## src/common/pocs_pkg.sv

```systemverilog
// constants for the on-board analog scaling and output overload block
// assumes a 32-bit apb slave with byte addresses, one word per register
package pocs_pkg;
   // -------------------------------------------------------------
   // register offsets
   // -------------------------------------------------------------
   localparam logic [7:0] CTRL_OFS = 8'h00;
   localparam logic [7:0] RANGE_OFS = 8'h04;
   localparam logic [7:0] AIN0_OFS = 8'h08;
   localparam logic [7:0] AOUT0_OFS = 8'h18;
   localparam logic [7:0] AOUT1_OFS = 8'h1c;
   localparam logic [7:0] DOUT_OFS = 8'h20;
   localparam logic [7:0] REEN_OFS = 8'h24;
   localparam logic [7:0] STAT_OFS = 8'h28;
   localparam logic [7:0] ISTAT_OFS = 8'h2c;
   localparam logic [7:0] ICLR_OFS = 8'h30;
   localparam logic [7:0] IEN_OFS = 8'h34;
   // -------------------------------------------------------------
   // widths and field positions
   // -------------------------------------------------------------
   localparam int NUM_AIN = 4;
   localparam int NUM_DOUT = 8;
   localparam int ADC_W = 12;
   localparam int AIN_SHIFT = 3;
   localparam int DAC_W = 12;
   localparam int AOUT_W = 16;
   localparam int RANGE_W = 2;
   localparam int CTRL_AUTO_BIT = 0;
   localparam int CTRL_RUN_BIT = 1;
   localparam int IRQ_BATT_BIT = 8;
   localparam int IRQ_W = 9;
   localparam int STAT_FAULT_POS = 8;
   localparam int STAT_BATT_POS = 16;
   // -------------------------------------------------------------
   // reset values
   // -------------------------------------------------------------
   localparam logic [1:0] CTRL_RST = 2'h1;
   localparam logic [7:0] RANGE_RST = 8'h00;
   localparam logic [15:0] AOUT_RST = 16'h0000;
   localparam logic [7:0] DOUT_RST = 8'h00;
   localparam logic [8:0] IEN_RST = 9'h000;
   localparam logic [15:0] AIN_FULL = 16'h7ff8;
   // -------------------------------------------------------------
   // input signal ranges
   // -------------------------------------------------------------
   typedef enum logic [1:0]
   {
      POCS_RANGE_10V = 2'b00,
      POCS_RANGE_5V = 2'b01,
      POCS_RANGE_20MA = 2'b10
   } pocs_range_type;
endpackage

```

## src/core/pocs_onboard_io.sv

```systemverilog
// on-board i/o: analog input scaling, bipolar analog outputs,
// transistor output overload supervision and battery indicator
// assumes a single 200 mhz clock, apb master, adc/dac on same clock
//
// Operation
// - every analog input channel is converted with twelve bits
// - one converter step moves the program value by exactly 8
// - program input value spans 0 to 7ff8 hex in every range
// - each of four inputs selects 0-10 v, 0-5 v or 0-20 ma
// - each analog output is a twelve bit bipolar converter, -10 to +10 v
// - upper twelve bits of the signed value feed the output converter
// - output values are two's complement; 8000 minus, 7fff plus full scale
// - second analog output behaves exactly like the first
// - second output holds full scale only while the program runs
// - eight transistor outputs are handled as one group
// - an overloaded or shorted output is switched off by hardware
// - one aggregated error shows overload on any output
// - overload lights the indicator and sets program-readable error flags
// - setting picks automatic or program re-enable; automatic after reset
// - indicator goes out once the output is switched on again
// - error flags stay set until explicitly acknowledged
// - battery indicator lights when battery missing or exhausted
`timescale 1ns/100ps
module pocs_onboard_io
(
   input wire logic i_sys_clk,
   input wire logic i_rstn,
   input wire logic i_psel,
   input wire logic i_penable,
   input wire logic i_pwrite,
   input wire logic [7:0] i_paddr,
   input wire logic [31:0] i_pwdata,
   output logic [31:0] o_prdata,
   output logic o_pready,
   output logic o_pslverr,
   input wire logic i_adc_valid,
   input wire logic [1:0] i_adc_chan,
   input wire logic [11:0] i_adc_data,
   output logic [7:0] o_ain_range,
   output logic [11:0] o_dac0,
   output logic [11:0] o_dac1,
   output logic [7:0] o_dout,
   input wire logic [7:0] i_dout_fault,
   output logic o_overload_indicator,
   output logic o_overload_error,
   input wire logic i_battery_bad,
   output logic o_battery_indicator,
   output logic o_irq
);
   // -------------------------------------------------------------
   // state
   // -------------------------------------------------------------
   logic [1:0] ctrl;
   logic [7:0] range_sel;
   logic [15:0] ain [pocs_pkg::NUM_AIN];
   logic [15:0] aout0;
   logic [15:0] aout1;
   logic [7:0] dout_cmd;
   logic [7:0] off;
   logic [7:0] next_off;
   logic [8:0] sync1;
   logic [8:0] sync2;
   logic [8:0] sync3;
   logic [8:0] filt;
   logic [7:0] flt;
   logic bat;
   logic [8:0] istat;
   logic [8:0] ien;
   logic [8:0] ev;
   logic wr;
   logic rd_setup;
   logic [7:0] reen;
   logic [8:0] iclr;
   logic mapped;
   logic [31:0] rdata;

   // -------------------------------------------------------------
   // helpers
   // -------------------------------------------------------------
   // two's complement kept; low four bits dropped, silent when stopped
   function automatic logic [11:0] dac_code(input logic [15:0] v,
                                            input logic run);
      dac_code = run ? v[15:4] : 12'h000;
   endfunction

   // code 11 has no range; it falls back to the widest voltage range
   function automatic logic [1:0] legal_range(input logic [1:0] r);
      legal_range = (r == 2'b11) ? pocs_pkg::POCS_RANGE_10V : r;
   endfunction

   // -------------------------------------------------------------
   // apb slave, zero wait states, read data latched in setup
   // -------------------------------------------------------------
   assign wr = i_psel & i_penable & i_pwrite;
   assign rd_setup = i_psel & ~i_penable;
   assign reen = (wr && i_paddr == pocs_pkg::REEN_OFS) ? i_pwdata[7:0] : 8'h00;
   assign iclr = (wr && i_paddr == pocs_pkg::ICLR_OFS) ? i_pwdata[8:0] : 9'h000;
   assign o_pready = 1'b1;

   always_comb
   begin
      mapped = 1'b1;
      rdata = 32'h0000_0000;
      unique case (i_paddr)
         pocs_pkg::CTRL_OFS: rdata = {30'h0, ctrl};
         pocs_pkg::RANGE_OFS: rdata = {24'h0, range_sel};
         pocs_pkg::AIN0_OFS: rdata = {16'h0, ain[0]};
         pocs_pkg::AIN0_OFS + 8'h04: rdata = {16'h0, ain[1]};
         pocs_pkg::AIN0_OFS + 8'h08: rdata = {16'h0, ain[2]};
         pocs_pkg::AIN0_OFS + 8'h0c: rdata = {16'h0, ain[3]};
         pocs_pkg::AOUT0_OFS: rdata = {16'h0, aout0};
         pocs_pkg::AOUT1_OFS: rdata = {16'h0, aout1};
         pocs_pkg::DOUT_OFS: rdata = {24'h0, dout_cmd};
         pocs_pkg::REEN_OFS: rdata = 32'h0000_0000;
         pocs_pkg::STAT_OFS: rdata = {15'h0, bat, flt, off};
         pocs_pkg::ISTAT_OFS: rdata = {23'h0, istat};
         pocs_pkg::ICLR_OFS: rdata = 32'h0000_0000;
         pocs_pkg::IEN_OFS: rdata = {23'h0, ien};
         default: mapped = 1'b0;
      endcase
   end

   always_ff @(posedge i_sys_clk)
   begin
      if (!i_rstn)
      begin
         o_prdata <= 32'h0000_0000;
         o_pslverr <= 1'b0;
      end
      else if (rd_setup)
      begin
         o_prdata <= i_pwrite ? 32'h0000_0000 : rdata;
         o_pslverr <= ~mapped;
      end
   end

   // -------------------------------------------------------------
   // control and configuration registers
   // -------------------------------------------------------------
   always_ff @(posedge i_sys_clk)
   begin
      if (!i_rstn)
         ctrl <= pocs_pkg::CTRL_RST;
      else if (wr && i_paddr == pocs_pkg::CTRL_OFS)
         ctrl <= i_pwdata[1:0];
   end

   always_ff @(posedge i_sys_clk)
   begin
      if (!i_rstn)
         range_sel <= pocs_pkg::RANGE_RST;
      else if (wr && i_paddr == pocs_pkg::RANGE_OFS)
         for (int i = 0; i < pocs_pkg::NUM_AIN; i++)
            range_sel[2*i +: 2] <= legal_range(i_pwdata[2*i +: 2]);
   end

   // the range only steers the front end; every range scales the same
   assign o_ain_range = range_sel;

   // -------------------------------------------------------------
   // analog inputs
   // -------------------------------------------------------------
   always_ff @(posedge i_sys_clk)
   begin
      if (!i_rstn)
      begin
         for (int i = 0; i < pocs_pkg::NUM_AIN; i++)
            ain[i] <= 16'h0000;
      end
      else if (i_adc_valid)
         ain[i_adc_chan] <= {1'b0, i_adc_data, 3'b000};
   end

   // -------------------------------------------------------------
   // analog outputs
   // -------------------------------------------------------------
   always_ff @(posedge i_sys_clk)
   begin
      if (!i_rstn)
      begin
         aout0 <= pocs_pkg::AOUT_RST;
         aout1 <= pocs_pkg::AOUT_RST;
      end
      else if (wr && i_paddr == pocs_pkg::AOUT0_OFS)
         aout0 <= i_pwdata[15:0];
      else if (wr && i_paddr == pocs_pkg::AOUT1_OFS)
         aout1 <= i_pwdata[15:0];
   end

   // stopping the program drops both channels to zero volts, so no
   // fixed reference survives a stop
   always_ff @(posedge i_sys_clk)
   begin
      if (!i_rstn)
      begin
         o_dac0 <= 12'h000;
         o_dac1 <= 12'h000;
      end
      else
      begin
         o_dac0 <= dac_code(aout0, ctrl[pocs_pkg::CTRL_RUN_BIT]);
         o_dac1 <= dac_code(aout1, ctrl[pocs_pkg::CTRL_RUN_BIT]);
      end
   end

   // -------------------------------------------------------------
   // pin synchronisers: fault lines and battery monitor
   // -------------------------------------------------------------
   always_ff @(posedge i_sys_clk)
   begin
      if (!i_rstn)
      begin
         sync1 <= 9'h000;
         sync2 <= 9'h000;
         sync3 <= 9'h000;
      end
      else
      begin
         sync1 <= {i_battery_bad, i_dout_fault};
         sync2 <= sync1;
         sync3 <= sync2;
      end
   end

   // a bit moves only when the second and third stage agree
   always_ff @(posedge i_sys_clk)
   begin
      if (!i_rstn)
         filt <= 9'h000;
      else
         filt <= (filt & (sync2 ^ sync3)) | (sync2 & ~(sync2 ^ sync3));
   end

   assign flt = filt[7:0];
   assign bat = filt[pocs_pkg::IRQ_BATT_BIT];

   // -------------------------------------------------------------
   // transistor output group
   // -------------------------------------------------------------
   always_ff @(posedge i_sys_clk)
   begin
      if (!i_rstn)
         dout_cmd <= pocs_pkg::DOUT_RST;
      else if (wr && i_paddr == pocs_pkg::DOUT_OFS)
         dout_cmd <= i_pwdata[7:0];
   end

   // an output stays off while its fault persists, even if re-enabled
   always_comb
   begin
      next_off = off | flt;
      for (int i = 0; i < pocs_pkg::NUM_DOUT; i++)
         if (off[i] && !flt[i] && (ctrl[pocs_pkg::CTRL_AUTO_BIT] || reen[i]))
            next_off[i] = 1'b0;
   end

   always_ff @(posedge i_sys_clk)
   begin
      if (!i_rstn)
         off <= 8'h00;
      else
         off <= next_off;
   end

   always_ff @(posedge i_sys_clk)
   begin
      if (!i_rstn)
         o_dout <= 8'h00;
      else
         o_dout <= dout_cmd & ~next_off & ~flt;
   end

   assign o_overload_indicator = |off;

   // -------------------------------------------------------------
   // error flags and interrupt
   // -------------------------------------------------------------
   assign ev = {bat, flt};

   always_ff @(posedge i_sys_clk)
   begin
      if (!i_rstn)
         istat <= 9'h000;
      else
         istat <= (istat & ~iclr) | ev;
   end

   always_ff @(posedge i_sys_clk)
   begin
      if (!i_rstn)
         ien <= pocs_pkg::IEN_RST;
      else if (wr && i_paddr == pocs_pkg::IEN_OFS)
         ien <= i_pwdata[8:0];
   end

   assign o_overload_error = |istat[7:0];
   assign o_irq = |(istat & ien);

   always_ff @(posedge i_sys_clk)
   begin
      if (!i_rstn)
         o_battery_indicator <= 1'b0;
      else
         o_battery_indicator <= bat;
   end
endmodule

```

## config.mk

```make
export PLATFORM = sky130hd
export DESIGN_NAME = pocs_onboard_io
export DESIGN_NICKNAME = d
export VERILOG_FILES = /design/src/common/pocs_pkg.sv /design/src/core/pocs_onboard_io.sv
export SDC_FILE = /design/constraint.sdc
export NUM_CORES = 1
export LEC_CHECK = 0
export ABC_CLOCK_PERIOD_IN_PS = 3100
export BUFFER_PORTS_ARGS = -buffer_cell sky130_fd_sc_hd__buf_2
export CORE_MARGIN = 1
export CORE_UTILIZATION = 45
export DETAILED_ROUTE_END_ITERATION = 16
export GPL_TIMING_DRIVEN = 0
export PLACE_DENSITY = 0.76
export SYNTH_ARGS = -nofsm -noshare
export SYNTH_HDL_FRONTEND = slang
export SYNTH_SLANG_ARGS = --single-unit
export TNS_END_PERCENT = 20
```

## constraint.sdc

```tcl
create_clock -name i_sys_clk -period 3.1 [get_ports i_sys_clk]
set_clock_uncertainty 0.05 [all_clocks]
set_input_delay 0.93 -clock i_sys_clk [delete_from_list [all_inputs] [get_ports i_sys_clk]]
set_output_delay 0.93 -clock i_sys_clk [all_outputs]
set_load 0.005 [all_outputs]
```

# After elaboration in Yosys (flattened, before gate mapping)
# Memory sizes are Yosys's and may differ from the RTL's.
# Index checks and enable logic that the tools add are counted.
[classes]
bitwise = 20
n_eq_ne = 17
reduce_logical = 48
n_mux = 24
[ops]
columns = ["op", "n"]
rows = [
  ["$pmux W17 S12", 1],
  ["$eq A8 B6 Y1 const B", 6],
  ["$and A9 B9 Y9", 4],
  ["$eq A8 B5 Y1 const B", 4],
  ["$mux W32", 1],
  ["$logic_and A1 B1 Y1", 24],
  ["$not A9 Y9", 2],
  ["$or A9 B9 Y9", 2],
  ["$and A8 B8 Y8", 2],
  ["$eq A8 B4 Y1 const B", 2],
  ["$not A8 Y8", 2],
  ["$reduce_or A8 Y1", 2],
  ["$mux W1", 14],
  ["$reduce_or A14 Y1", 1],
  ["$mux W12", 1],
  ["$reduce_or A12 Y1", 1],
  ["$mux W2", 5],
  ["$mux W9", 1],
  ["$reduce_or A9 Y1", 1],
  ["$xor A9 B9 Y9", 1],
  ["$eq A2 B2 Y1 const B", 4],
  ["$eq A8 B3 Y1 const B", 1],
  ["$logic_not A1 Y1", 8],
  ["$logic_not A8 Y1", 1],
  ["other kinds (6)", 18],
]
[totals]
input_bits = 69
elab_cells = 128
ff_bits = 178
out_inout_bits = 78
ramBits = 48
n_memories = 1
[memory_table]
columns = ["memory", "depth", "word_bits", "read_ports", "rd_clocked_by_memory_dff", "write_ports", "line", "rtl"]
rows = [
  ["ain", 4, 12, 4, 0, 4, "pocs_onboard_io.sv:55", "logic [15:0] ain [pocs_pkg::NUM_AIN];"],
]

# Longest topological paths before layout
[logic_depth]
ltp_word = 10
mapped_depth = 7
mapped_depth_nobuf = 4

# Least setup slack after synthesis
# OpenSTA, ideal clock, no wires.
[synth_path]
path_kind = "input -> register"
startpoint = "input port i_rstn"
endpoint = "memory ain[2][0] in the netlist's numbering (enable)"
path_slack_ns = 0.479
required_ns = 2.634
n_path_buf = 3
t_arrival_ns = 2.155
stages = 4
setup_time_ns = 0.416
path_cell_list = "clkbuf_1 > clkbuf_1 > clkbuf_1 > o21ai_0"
[synth_lines]
columns = ["item", "line", "rtl"]
rows = [
  ["start, declared", "pocs_onboard_io.sv:27", "input wire logic i_rstn,"],
  ["end, declared", "pocs_onboard_io.sv:55", ""],
]

==> run metrics <==
clk root buf=sky130_fd_sc_hd__clkbuf_16; DRC viols=0; Worst-path clk slew=60 ps; number of enable-type register cells in the synthesized netlist=48; crit path DAT=3020 ps; area post-placement=9741 sq um; average size of a mapped cell=10.40 sq um; Die Span Y=141.9 um; Power Dens Cells=562.6 nW/um^2; post-layout min period=2962 ps; post-cts resize count=0; Initial Util=46.43%; Hold Crit Depth=1; count of H-tree levels built during CTS=1; dominant combinational cell family by area after synthesis=simple AND/OR/NAND/NOR gates; slowest cell on the critical path=sky130_fd_sc_hd__nand2_1; combinational cell fraction of total power=5.8%; xor/xnor cell area share of the yosys netlist=0%; cell-by-cell trace of the critical path=buf_2 > clkbuf_1 > clkbuf_1 > clkbuf_1 > nand2_1; cell occurring most often along the worst timing path=sky130_fd_sc_hd__clkbuf_1; RSZ-0062 raised after global routing=false; I/O pin count=147; max-slew violation total from the final report=0; post-synth cell types=66; most frequent cell after synthesis=sky130_fd_sc_hd__dfxtp_1; crit path capture type=register; Slew Limit Headroom=6.166%; mux share of post-synthesis cell area=7.322%; Worst-Margin Slew=1397 ps; worst hold-check path type=register to register; CP Class=input port to register; maximum clock rate=337.7 MHz; Reg power frac=49.3%; setup-violating endpoint count in the final report=0; count of buffers inserted at the top-level ports=110; routed length per instance=21.38 um; sw power=0.001336 W; post-DP HPWL=20180 um; leftover overflow at the end of global routing=0; asr flop ratio synth=0%; wirelength, routed=27200 um; register area share after synthesis=53.45%; delay contributed by the slowest stage of the critical path=530 ps; cell-internal power=0.004554 W; maximum number of pins on one net before global-route repair=14; R2R cell count=4; final cell count without fillers=1272; total inserted antenna cells=0; critical path startpoint=i_rstn; max_cap viols=0; cell count after synthesis=846; share of total power consumed by net switching=22.68%; fraction of the mapped netlist area in simple logic gates=22.93%; power share of the clock group=45.0%; setup TNS after final layout=0 ps; share of the synthesized area in the top cell type=37.08%; CTS tree=done; final count of hold timing violations=0; number of optimization iterations in the first detailed-route pass=5; vias per cell=5.704; maximum clock path buffer count=3; horizontal extent of the die=141.9 um; most used standard cells in the synthesized netlist=163 x sky130_fd_sc_hd__dfxtp_1, 92 x sky130_fd_sc_hd__nand2_1, 70 x sky130_fd_sc_hd__and2_1; number of synthesized register bits=211; Global Route Usage Sum=26.89%; total clock sinks=211; cell area after synthesis=8801 sq um; area growth from synthesis to final layout=18.95%; leakage component of the power=4.521 nW; ys flop type=sky130_fd_sc_hd__dfxtp_1; area inside the core boundary=18960 sq um; total die area=20120 sq um; final design instance area without fill=10470 sq um; layout cell share with drive strength beyond 1=21.25%; RePlAce Congestion=0.9955; Hold Path Origin=sync1[3]; via total after detailed routing=7255; adder-cell share of the synthesized area=0%; required time of the critical path=3160 ps; startpoint of the most critical register-to-register path=ain[3][1]; count of hold-fix buffers inserted at cts=0; number of nets in the finished design=1065; post-synthesis compound-gate area fraction=11.64%; initial antenna violation count=1; Clk Latency, worst-skew pair=520 ps; Num CTS Buffers=23; Synth area leader=sky130_fd_sc_hd__dfxtp_1; most area-consuming cells after synthesis=sky130_fd_sc_hd__dfxtp_1 37%, sky130_fd_sc_hd__edfxtp_1 16%, sky130_fd_sc_hd__and2_1 5.0%; count of routing violations after the opening detailed-route iteration=910; number of global-route vias before repair=6654; count of buffers added by post-CTS timing repair for setup=0; Setup crit start kind=input port; synth warn=0; final worst path period share=95.53%; num rows=50; placed instance count=1231; post-route core utilization=55.23%; final antenna-violating net count=0; outcome=complete, no violations; worst voltage drop across the vdd grid=0.3488 mV; top fanout value on the critical path=12; wire length of the first global-routing pass=40290 um
## stage by stage
| step | worst slack, ps | power, W | hold slack [ps] |
|---|---|---|---|
| floorplan | 479.2 | 0.003134 | 361.9 |
| global placement | -755.5 | 0.003285 | 363.5 |
| detailed placement | -370.9 | 0.003292 | 367.7 |
| CTS | 130.5 | 0.005911 | 381.4 |
| global route | 57.90 | 0.006039 | 387.0 |
| finish | 138.4 | 0.005889 | 380.1 |
## layout by cell type, fill, tap and decap left out, types with 5 or more instances in the layout
cell type and n:
sky130_fd_sc_hd__nor3_1 8, sky130_fd_sc_hd__nand2_1 92, sky130_fd_sc_hd__conb_1 16, sky130_fd_sc_hd__a21boi_1 7
sky130_fd_sc_hd__o21a_1 9, sky130_fd_sc_hd__buf_4 18, sky130_fd_sc_hd__or3b_1 9, sky130_fd_sc_hd__dfxtp_1 163
sky130_fd_sc_hd__a221oi_1 6, sky130_fd_sc_hd__o21ai_1 5, sky130_fd_sc_hd__o2bb2ai_1 5, sky130_fd_sc_hd__a22o_1 11
sky130_fd_sc_hd__edfxtp_1 48, sky130_fd_sc_hd__clkbuf_16 24, sky130_fd_sc_hd__and3_1 60, sky130_fd_sc_hd__nor2b_1 5
sky130_fd_sc_hd__nand3_1 13, sky130_fd_sc_hd__and2_1 70, sky130_fd_sc_hd__mux2i_1 43, sky130_fd_sc_hd__o21ai_0 10
sky130_fd_sc_hd__a211oi_1 5, sky130_fd_sc_hd__mux4_2 6, sky130_fd_sc_hd__clkbuf_1 40, sky130_fd_sc_hd__a31oi_1 9
sky130_fd_sc_hd__nor4_1 10, sky130_fd_sc_hd__mux2_2 6, sky130_fd_sc_hd__a21oi_1 45, sky130_fd_sc_hd__nand2b_1 5
sky130_fd_sc_hd__buf_2 128, sky130_fd_sc_hd__nand4_1 15, sky130_fd_sc_hd__nor2_1 38, sky130_fd_sc_hd__a22oi_1 7
## routing by layer
metal	routed length [um]	track usage, %	vias up
met2	12040	42.34	416
met5	0	0	-
met4	992	9.338	0
met3	2695	4.421	70
li1	-	-	3335
met1	11470	37.40	3434
## power by group through the flow
stage	combinational, W	clock [W]	sequential (W)
floorplan	0.000185	0	0.00295
global placement	0.000327	0	0.00296
detailed placement	0.000331	0	0.00296
CTS	0.000333	0.00268	0.00290
global route	0.000358	0.00277	0.00291
finish	0.000339	0.00265	0.00290
## worst max-delay path, delay by kind of cell
kind | cells | cell delay, ps
buf+inv | 4 | 1560
simple gates | 1 | 530
## logic make-up (layout without fill, tap and decap cells)
group | count (synthesis) | in the layout
buffers and inverters | 77 | 229
AO/OA/AOI/OAI | 147 | 147
other | 2 | 16
flip-flops | 211 | 211
multiplexers | 56 | 56
AND/OR/NAND/NOR | 353 | 353
## sequential cells by signal, indices dropped and copies added (netlist names), 8 cells and up, named ones only
name         flops
dout_cmd         8
o_dac1          12
o_prdata        17
o_dout           8
sync3            9
sync2            9
sync1            9
o_dac0          12
aout1           16
ien              9
ain             48
o_ain_range      8
aout0           16
off              8
istat            9
## final cells by class
type                       count  area, sq um
inverter                       2        7.507
sequential                   211         4705
tap                          260        325.3
clock buffer                  34        660.6
clock inverter                 7        67.56
buffer                        75        394.1
timing repair buffer         111        561.8
fill                        1656         8487
multi-input combinational    572         3747
## path summary, 6_finish.rpt
check / slack [ps] / to
setup / recovery: 140 / ain[3][7]
hold / removal: 380 / sync2[3]
setup reg to reg: 1430 / o_prdata[4]
hold reg to reg: 380 / sync2[3]
No activity file was read; power rests on OpenSTA's default activity.
